==> config.mk <==
export PLATFORM = sky130hd
export DESIGN_NAME = aam_top
export DESIGN_NICKNAME = d
export VERILOG_FILES = /design/src/shared/aam_pkg.sv /design/src/shared/aam_flag_if.sv /design/src/logic/aam_eval.sv /design/src/logic/aam_top.sv
export SDC_FILE = /design/constraint.sdc
export NUM_CORES = 1
export LEC_CHECK = 0
export BUFFER_PORTS_ARGS = -buffer_cell sky130_fd_sc_hd__buf_2
export CAP_MARGIN = 20
export CORE_MARGIN = 2
export CORE_UTILIZATION = 64
export DETAILED_ROUTE_END_ITERATION = 8
export PLACE_DENSITY = 0.87
export SYNTH_ARGS = -nofsm -noshare
export SYNTH_HDL_FRONTEND = slang
export SYNTH_SLANG_ARGS = --single-unit
==> constraint.sdc <==
create_clock -name clk -period 13.8 [get_ports clk]
set_input_delay 0 -clock clk [delete_from_list [all_inputs] [get_ports clk]]
set_output_delay 0 -clock clk [all_outputs]
set_load 0.02 [all_outputs]
==> src/shared/aam_pkg.sv <==
// aam_pkg: constants and types shared by the alarm monitor design files.
// assumes a 125 MHz system clock; no bus, all configuration arrives on plain ports.
package aam_pkg;

  // ----------------------------------------------------------------
  // data path
  // ----------------------------------------------------------------
  localparam int CODE_W = 16;
  localparam int FRAME_W = 32;
  localparam int CNT_W = 6;
  localparam logic [CODE_W-1:0] CODE_MAX = 16'hFFFF;
  localparam logic [CODE_W-1:0] CODE_ZERO = 16'h0000;

  // pin function field of the output control register
  localparam int PINFN_W = 2;
  localparam logic [PINFN_W-1:0] PINFN_ALARM = 2'h1;
  localparam logic [PINFN_W-1:0] PINFN_RESET = 2'h0;

  // received command word forced to no-operation at frame start
  localparam logic [FRAME_W-1:0] CMD_NOP = 32'h0000_0000;

  // alarm flag vector layout: {supply_lo, supply_hi, in_lo, in_hi}
  localparam int FLAG_W = 4;
  localparam int FL_IN_HI = 0;
  localparam int FL_IN_LO = 1;
  localparam int FL_SUP_HI = 2;
  localparam int FL_SUP_LO = 3;
  localparam logic [FLAG_W-1:0] FLAGS_RESET = 4'h0;

  // append select width (one enable per flag group: active, tripped)
  localparam int APP_W = 2;

  // supply trip points in millivolts
  localparam int SUP_HI_MV = 5300;
  localparam int SUP_LO_MV = 4700;

  // conversion time handled by the internal clock
  localparam int T_CONV_NS = 640;
  localparam int CLK_NS = 8;
  localparam int CONV_CYC = (T_CONV_NS + CLK_NS - 1) / CLK_NS;
  localparam int CONV_W = 8;

  // synchroniser reset value
  localparam logic [2:0] SYNC_RESET = 3'h0;

  typedef enum logic [1:0] {AAM_ACQ, AAM_FRAME, AAM_CONV} aam_state_e;

endpackage

==> src/shared/aam_flag_if.sv <==
// aam_flag_if: carries conversion results from the top to the alarm evaluator
// and active/tripped flags back; assumes both ends run on the same clock.
`timescale 1ns/1ns
interface aam_flag_if;
  import aam_pkg::*;
  logic eoc;
  logic [CODE_W-1:0] code;
  logic supply_hi;
  logic supply_lo;
  logic [FLAG_W-1:0] active;
  logic [FLAG_W-1:0] tripped;
  logic clear_tripped;
  modport top (output eoc, code, supply_hi, supply_lo, clear_tripped,
               input active, tripped);
  modport eval (input eoc, code, supply_hi, supply_lo, clear_tripped,
                output active, tripped);
endinterface

==> src/logic/aam_eval.sv <==
// aam_eval: threshold/hysteresis comparison and active/tripped flag storage.
// assumes eoc is a one-cycle pulse on clk and code is stable while it is high.
`timescale 1ns/1ns
module aam_eval
  import aam_pkg::*;
(
  input wire logic clk, // system clock
  input wire logic srst, // synchronous reset
  input wire logic [CODE_W-1:0] hi_th, // high threshold
  input wire logic [CODE_W-1:0] lo_th, // low threshold
  input wire logic [CODE_W-1:0] hyst, // shared hysteresis
  input wire logic in_dis, // input alarm disable
  input wire logic sup_dis, // supply alarm disable
  aam_flag_if.eval fi // flags to and from top
);

  // ----------------------------------------------------------------
  // saturating arithmetic
  // ----------------------------------------------------------------
  function automatic logic [CODE_W-1:0] sat_sub(input logic [CODE_W-1:0] a,
                                                input logic [CODE_W-1:0] b);
    logic [CODE_W:0] r;
    r = {1'b0, a} - {1'b0, b};
    sat_sub = r[CODE_W] ? CODE_ZERO : r[CODE_W-1:0];
  endfunction

  function automatic logic [CODE_W-1:0] sat_add(input logic [CODE_W-1:0] a,
                                                input logic [CODE_W-1:0] b);
    logic [CODE_W:0] r;
    r = {1'b0, a} + {1'b0, b};
    sat_add = r[CODE_W] ? CODE_MAX : r[CODE_W-1:0];
  endfunction

  logic [FLAG_W-1:0] active_q;
  logic [FLAG_W-1:0] active_d;
  logic [FLAG_W-1:0] tripped_q;
  logic [FLAG_W-1:0] tripped_d;
  logic in_hi_st_q;
  logic in_lo_st_q;

  // ----------------------------------------------------------------
  // hysteresis comparators
  // ----------------------------------------------------------------
  // thresholds saturate so a large hysteresis cannot wrap the release point
  wire logic [CODE_W-1:0] hi_rel = sat_sub(sat_sub(hi_th, hyst), 16'h0001);
  wire logic [CODE_W-1:0] lo_rel = sat_add(sat_add(lo_th, hyst), 16'h0001);
  wire logic hi_set = fi.code > hi_th;
  wire logic hi_clr = fi.code <= hi_rel;
  wire logic lo_set = fi.code < lo_th;
  wire logic lo_clr = fi.code >= lo_rel;
  wire logic hi_next = hi_set | (in_hi_st_q & ~hi_clr);
  wire logic lo_next = lo_set | (in_lo_st_q & ~lo_clr);

  always_comb begin
    active_d = active_q;
    if (fi.eoc) begin
      // active flags are rebuilt from scratch each conversion
      active_d[FL_IN_HI] = hi_next & ~in_dis;
      active_d[FL_IN_LO] = lo_next & ~in_dis;
      active_d[FL_SUP_HI] = fi.supply_hi & ~sup_dis;
      active_d[FL_SUP_LO] = fi.supply_lo & ~sup_dis;
    end
  end

  // a new trip in the same cycle as the read-clear wins
  always_comb begin
    tripped_d = tripped_q & ~{FLAG_W{fi.clear_tripped}};
    if (fi.eoc) begin
      tripped_d = tripped_d | active_d;
    end
  end

  always_ff @(posedge clk) begin
    if (srst) begin
      active_q <= FLAGS_RESET;
      tripped_q <= FLAGS_RESET;
      in_hi_st_q <= 1'b0;
      in_lo_st_q <= 1'b0;
    end else begin
      active_q <= active_d;
      tripped_q <= tripped_d;
      if (fi.eoc) begin
        in_hi_st_q <= hi_next;
        in_lo_st_q <= lo_next;
      end
    end
  end

  assign fi.active = active_q;
  assign fi.tripped = tripped_q;

endmodule // aam_eval

==> src/logic/aam_top.sv <==
// aam_top: digital side of a 16-bit converter with input and supply alarms,
// a 32-bit full-duplex shift port and a multifunction alarm pin.
// assumes convert_select_line, sclk and sdi come from the host's domain.
`timescale 1ns/1ns
module aam_top
  import aam_pkg::*;
(
  input wire logic clk, // 125 MHz system clock
  input wire logic srst, // synchronous reset, active high
  input wire logic convert_select_line, // frame select / convert start, low opens frame
  input wire logic sclk, // host serial clock, mode 0
  input wire logic sdi, // host serial data in
  output logic primary_serial_out, // serial data out
  output logic primary_serial_out_oe, // high while data out is driven
  output logic alarm_multifunction_pin, // alarm level when configured
  output logic ready_indicator, // high when idle in acquisition
  input wire logic [CODE_W-1:0] conv_code, // raw converter result, straight binary
  input wire logic supply_over, // comparator: analog_supply above 5.3 V
  input wire logic supply_under, // comparator: analog_supply below 4.7 V
  input wire logic [PINFN_W-1:0] second_out_pin_function, // output control field
  input wire logic input_alarm_disable, // reset/power control bit
  input wire logic supply_alarm_disable, // reset/power control bit
  input wire logic [CODE_W-1:0] high_threshold, // high threshold register
  input wire logic [CODE_W-1:0] low_threshold, // low threshold register
  input wire logic [CODE_W-1:0] hysteresis, // shared hysteresis
  input wire logic [APP_W-1:0] append_select, // data output control: {tripped, active}
  input wire logic alarm_read, // host reads alarm register, one-cycle pulse
  output logic [FLAG_W-1:0] alarm_active, // alarm register active flags
  output logic [FLAG_W-1:0] alarm_tripped, // alarm register tripped flags
  output logic cmd_valid, // one-cycle pulse with received word
  output logic [FRAME_W-1:0] cmd_word // received command word
);

  aam_flag_if fi ();

  // ----------------------------------------------------------------
  // pin synchronisers
  // ----------------------------------------------------------------
  // three stages; a level counts once stages two and three agree
  logic [2:0] cs_sync_q;
  logic [2:0] sck_sync_q;
  logic [2:0] sdi_sync_q;
  logic cs_lvl_q;
  logic sck_lvl_q;

  // select idles high, so its stages reset high to avoid a false frame open
  always_ff @(posedge clk) begin
    if (srst) begin
      cs_sync_q <= 3'h7;
    end else begin
      cs_sync_q <= {cs_sync_q[1:0], convert_select_line};
    end
  end

  always_ff @(posedge clk) begin
    if (srst) begin
      sck_sync_q <= SYNC_RESET;
    end else begin
      sck_sync_q <= {sck_sync_q[1:0], sclk};
    end
  end

  always_ff @(posedge clk) begin
    if (srst) begin
      sdi_sync_q <= SYNC_RESET;
    end else begin
      sdi_sync_q <= {sdi_sync_q[1:0], sdi};
    end
  end

  wire logic cs_agree = cs_sync_q[1] == cs_sync_q[2];
  wire logic sck_agree = sck_sync_q[1] == sck_sync_q[2];

  always_ff @(posedge clk) begin
    if (srst) begin
      cs_lvl_q <= 1'b1;
    end else if (cs_agree) begin
      cs_lvl_q <= cs_sync_q[2];
    end
  end

  always_ff @(posedge clk) begin
    if (srst) begin
      sck_lvl_q <= 1'b0;
    end else if (sck_agree) begin
      sck_lvl_q <= sck_sync_q[2];
    end
  end

  wire logic cs_fall = cs_agree & ~cs_sync_q[2] & cs_lvl_q;
  wire logic cs_rise = cs_agree & cs_sync_q[2] & ~cs_lvl_q;
  wire logic sck_rise = sck_agree & sck_sync_q[2] & ~sck_lvl_q;
  wire logic sck_fall = sck_agree & ~sck_sync_q[2] & sck_lvl_q;

  // ----------------------------------------------------------------
  // device state
  // ----------------------------------------------------------------
  aam_state_e state_q;
  aam_state_e state_d;
  logic [CONV_W-1:0] conv_cnt_q;
  logic [CONV_W-1:0] conv_cnt_d;

  wire logic conv_done = (state_q == AAM_CONV) && (conv_cnt_q == CONV_W'(CONV_CYC - 1));

  always_comb begin
    state_d = state_q;
    conv_cnt_d = conv_cnt_q;
    unique case (state_q)
      AAM_ACQ: begin
        if (cs_fall) state_d = AAM_FRAME;
        else if (cs_rise) state_d = AAM_CONV;
        conv_cnt_d = '0;
      end
      AAM_FRAME: begin
        if (cs_rise) state_d = AAM_CONV;
        conv_cnt_d = '0;
      end
      AAM_CONV: begin
        // select edges are ignored until the conversion completes
        conv_cnt_d = conv_cnt_q + CONV_W'(1);
        if (conv_done) state_d = AAM_ACQ;
      end
    endcase
  end

  always_ff @(posedge clk) begin
    if (srst) begin
      state_q <= AAM_ACQ;
      conv_cnt_q <= '0;
    end else begin
      state_q <= state_d;
      conv_cnt_q <= conv_cnt_d;
    end
  end

  // ----------------------------------------------------------------
  // result capture and alarm evaluation
  // ----------------------------------------------------------------
  // the code is taken as unsigned straight binary for every span; range selection
  // lives in the analog front end, so no sign handling exists here
  logic [CODE_W-1:0] result_q;

  always_ff @(posedge clk) begin
    if (srst) begin
      result_q <= CODE_ZERO;
    end else if (conv_done) begin
      result_q <= conv_code;
    end
  end

  assign fi.eoc = conv_done;
  assign fi.code = conv_code;
  assign fi.supply_hi = supply_over;
  assign fi.supply_lo = supply_under;
  assign fi.clear_tripped = alarm_read;

  aam_eval u_eval (
    .clk(clk),
    .srst(srst),
    .hi_th(high_threshold),
    .lo_th(low_threshold),
    .hyst(hysteresis),
    .in_dis(input_alarm_disable),
    .sup_dis(supply_alarm_disable),
    .fi(fi)
  );

  // ----------------------------------------------------------------
  // alarm pin and register view
  // ----------------------------------------------------------------
  wire logic pin_is_alarm = second_out_pin_function == PINFN_ALARM;
  wire logic any_active = |fi.active;
  wire logic pin_d = pin_is_alarm & any_active;
  logic alarm_pin_q;
  logic [FLAG_W-1:0] alarm_active_q;
  logic [FLAG_W-1:0] alarm_tripped_q;

  always_ff @(posedge clk) begin
    if (srst) begin
      alarm_pin_q <= 1'b0;
    end else begin
      alarm_pin_q <= pin_d;
    end
  end

  // register view takes the flags at the same edge as the pin, so both agree
  always_ff @(posedge clk) begin
    if (srst) begin
      alarm_active_q <= FLAGS_RESET;
      alarm_tripped_q <= FLAGS_RESET;
    end else begin
      alarm_active_q <= fi.active;
      alarm_tripped_q <= fi.tripped;
    end
  end

  // ----------------------------------------------------------------
  // 32-bit shift register
  // ----------------------------------------------------------------
  // output word: result, then optional flag groups, zero padded
  wire logic [FLAG_W-1:0] app_act = append_select[0] ? fi.active : FLAGS_RESET;
  wire logic [FLAG_W-1:0] app_trp = append_select[1] ? fi.tripped : FLAGS_RESET;
  wire logic [FRAME_W-1:0] out_word = {result_q, app_act, app_trp, 8'h00};

  logic [FRAME_W-1:0] osr_q;
  logic [FRAME_W-1:0] isr_q;
  logic [CNT_W-1:0] bit_cnt_q;
  logic sdo_q;
  logic sdo_oe_q;
  logic cmd_valid_q;
  logic [FRAME_W-1:0] cmd_word_q;
  logic rdy_q;

  wire logic in_frame = state_q == AAM_FRAME;
  wire logic frame_open = (state_q == AAM_ACQ) && cs_fall;
  wire logic frame_close = in_frame && cs_rise;
  wire logic sdo_d = frame_open ? out_word[FRAME_W-1] : osr_q[FRAME_W-1];

  always_ff @(posedge clk) begin
    if (srst) begin
      osr_q <= CMD_NOP;
    end else if (frame_open) begin
      osr_q <= out_word;
    end else if (in_frame && sck_fall) begin
      osr_q <= {osr_q[FRAME_W-2:0], 1'b0};
    end
  end

  always_ff @(posedge clk) begin
    if (srst) begin
      isr_q <= CMD_NOP;
      bit_cnt_q <= '0;
    end else if (frame_open) begin
      isr_q <= CMD_NOP;
      bit_cnt_q <= '0;
    end else if (in_frame && sck_rise) begin
      isr_q <= {isr_q[FRAME_W-2:0], sdi_sync_q[2]};
      bit_cnt_q <= bit_cnt_q + CNT_W'(1);
    end
  end

  always_ff @(posedge clk) begin
    if (srst) begin
      sdo_q <= 1'b0;
      sdo_oe_q <= 1'b0;
    end else begin
      sdo_q <= sdo_d;
      sdo_oe_q <= state_d == AAM_FRAME;
    end
  end

  always_ff @(posedge clk) begin
    if (srst) begin
      cmd_valid_q <= 1'b0;
      cmd_word_q <= CMD_NOP;
    end else begin
      cmd_valid_q <= frame_close;
      if (frame_close) cmd_word_q <= isr_q;
    end
  end

  always_ff @(posedge clk) begin
    if (srst) begin
      rdy_q <= 1'b1;
    end else begin
      rdy_q <= state_d == AAM_ACQ;
    end
  end

  // only the hold between edges differs: sdo tracks osr MSB, which moves on sclk fall
  assign primary_serial_out = sdo_q;
  assign primary_serial_out_oe = sdo_oe_q;
  assign alarm_multifunction_pin = alarm_pin_q;
  assign ready_indicator = rdy_q;
  assign alarm_active = alarm_active_q;
  assign alarm_tripped = alarm_tripped_q;
  assign cmd_valid = cmd_valid_q;
  assign cmd_word = cmd_word_q;

endmodule // aam_top

==> results.cfg <==
[clock_tree]
cts_max_path_buffers = 2
clk_pin_slew_worst_paths_ns = 0.06
cts_setup_buffers = 0
cts_tree = yes
cts_max_level = 4
root_buffer = clkbuf_16
cts-resized-gates = 0
insertion_delay_ns = 0.41
clock_sinks = 148
cts_made_buffers = 17
hold_buffers = 32

[place]
preCtsSetupSlack_ns = 8.568
gp_congestion = 0.9879
place_inst = 1493
hpwl_um = 18140
io_buffers = 122
place_area_mm2 = 0.01037

[timing]
finalMaxSlewViolations = 0
finClkSkew_ns = 0.006971
period_needed_ns = 5.384
setup_viol_count_final = 0
relSlewSlack_pct = 37.27
setup_slack_ns = 8.416
rsz0062_at_grt = no
finalSetupTns_ns = 0
tightest_slew_ns = 0.9383
hold_viol_final = 0
fmax_mhz = 185.7
post-route-period-util_pct = 39.01

[final_layout]
drive_gt1_share_pct = 14.63
layout_commonest_cell = nand2_1
fin_cells = 1559
mostFrequentLayoutCells = 216 x nand2_1, 148 x dfxtp_1, 134 x a21oi_1, 122 x buf_2, 105 x ha_1
nets = 1546
final_area_mm2 = 0.01138
area_delta_synth_final_pct = 17.37

[synth]
synthMuxAreaShare_pct = 2.903
synth_adder_area_share_pct = 13.96
async_reset_ff_share_pct = 0
yosys_warnings = 0
synth_edf_count = 0
synth_xor_area_share_pct = 3.342
synth_top_area_share_pct = 30.55
synth_area_mm2 = 0.009697
synthFlopType = dfxtp_1
ys_seq_area_share_pct = 30.55
synthCells = 1235
syn-num-nets = 1420
synth-compound-area-share_pct = 22.61
synth-seq-cells = 148
synth_top_family_by_area = compound AO/OA/AOI/OAI gates
syn_area_per_cell_um2 = 7.852
synth_area_leader_cell = dfxtp_1
netlist-cell-type-count = 81
synth_area_leaders = dfxtp_1 31%, ha_1 14%, nand2_1 8.4%, a21oi_1 6.9%, nor2_1 3.1%
synth-simple-area-share_pct = 21.41

[global_routing]
grt_max_degree = 57
grt_pass1_vias = 8815
grt_util_met1_pct = 38.93
grt_use_total_pct = 31.62
antenna_found_initial = 1
grt_pass1_wl_um = 41590
gr-total-overflow = 0
met3_usage_pct = 4.606
met2_usage_pct = 54.33
busiest_layer = met2

[power]
p_total_mw = 1.297
clock_power_share_pct = 39.2
power_density_mw_per_mm2 = 113.9
pwr-share-seq_pct = 33.6
p_int_mw = 0.9189
netSwitchingFraction_pct = 29.14
p_leak_nw = 5.088
vdd_drop_max_mv = 0.09398
p_switching_mw = 0.3778
combPwrFrac_pct = 27.2

[critical_path]
worstSetupStartpointType = input port
path_max_fanout = 16
cp-end-kind = flop
cp.arrival_ns = 5.69
reg2reg_depth = 8
crit_type = in -> reg
critPathRequiredTime_ns = 14.10

[floorplan]
die_x_um = 127.1
fp-row-count = 44
die-area_mm2 = 0.01615
core_area_mm2 = 0.01464
start_util_pct = 66.22
die_height_um = 127.1
io_pins = 123

[detailed_routing]
drt_wl_total_um = 26060
drt_iter0_drc = 799
antenna_left = 0
via_count = 9476
drc = 0
vias_per_cell = 6.078
wl_per_cell_um = 16.72
first_pass_iters = 5

[hold_path]
holdPathStages = 2
hp-class = in -> reg

[outcome]
status = complete, no violations

[run]
max-cap-violations = 0
-- state kept, by name (all words and copies together), names as in the netlist, 2 cells and up --
register / cells
alarm_active: 4
alarm_tripped: 4
state_q: 2
u_eval.fi.tripped: 4
cmd_word: 32
u_eval.fi.active: 4
osr_q: 24
cs_sync_q: 3
sdi_sync_q: 3
isr_q: 32
conv_cnt_q: 8
sck_sync_q: 3
result_q: 16
-- final cells by class --
cell class	count	area, um^2
clock buffers	24	491.7
multi-input cells	959	6232
diodes	1	2.502
well taps	184	230.2
inverters	73	274.0
flip-flops and latches	148	2963
clock inverters	8	168.9
fillers	1015	3263
repair buffers	162	1018
-- worst max-delay path: stages --
cell	delay (ns)
buf_2	0.09
inv_1	0.05
ha_1	0.39
a21oi_1	0.36
o21ai_0	0.21
nor2_1	0.13
a2bb2oi_1	0.16
buf_4	0.24
or2_2	0.15
ha_1	0.26
inv_1	0.19
o41ai_4	0.48
nand3_2	0.37
o21ai_2	0.14
ha_1	0.26
a21o_1	0.19
a21o_1	0.17
a21o_1	0.16
a2111oi_0	0.38
o21ai_0	0.16
o21ai_0	0.19
o311a_1	0.29
o2bb2ai_1	0.10
dlygate4sd3_1	0.55
-- power by group through the flow --
stage	sequential, mW	combinational [mW]	clock [mW]
detailed placement	0.444	0.335	0
CTS	0.435	0.344	0.511
floorplan	0.446	0.252	0
global route	0.435	0.392	0.530
finish	0.435	0.353	0.508
global placement	0.444	0.325	0
-- routing by layer --
metal	part of all wire, %	vias to the layer above
met4	4.5	0
met3	6.6	95
met2	47	454
li1	-	4598
met5	0	-
met1	42	4329
-- kinds of logic after synthesis --
kind of cell,count (synthesis)
xor+xnor,37
flops,148
fa+ha+maj,107
compound gates,336
buf+inv,128
mux,28
simple gates,451
-- stage by stage --
step                hold WS (ns)  utilization (%)
floorplan                0.07674                -
global placement          0.1650            70.71
detailed placement        0.1718            70.81
CTS                       0.1507            77.51
global route              0.1906            77.72
finish                    0.1643            77.72
-- Yosys cell counts, types with 11 or more instances --
master / count
ha_1: 105
inv_1: 72
nand3_1: 26
mux2i_1: 27
nand4_1: 13
nand2b_1: 11
a21oi_1: 134
o21ai_0: 44
xor2_1: 14
xnor2_1: 23
o21a_1: 13
nor2b_1: 24
and3_1: 11
nor3_1: 20
clkbuf_1: 46
a21o_1: 23
nand2_1: 216
a211oi_1: 34
nor2_1: 81
dfxtp_1: 148
-- path summary, 6_finish.rpt --
kind | to | start | slack [ns]
hold / removal | osr_q[8] | srst | 0.16
setup / recovery | u_eval.fi.tripped[0] | hysteresis[11] | 8.42
hold reg to reg | cs_sync_q[1] | cs_sync_q[0] | 0.42
setup reg to reg | u_eval.fi.tripped[2] | conv_cnt_q[0] | 10.50
(Power assumes the default switching activity.)
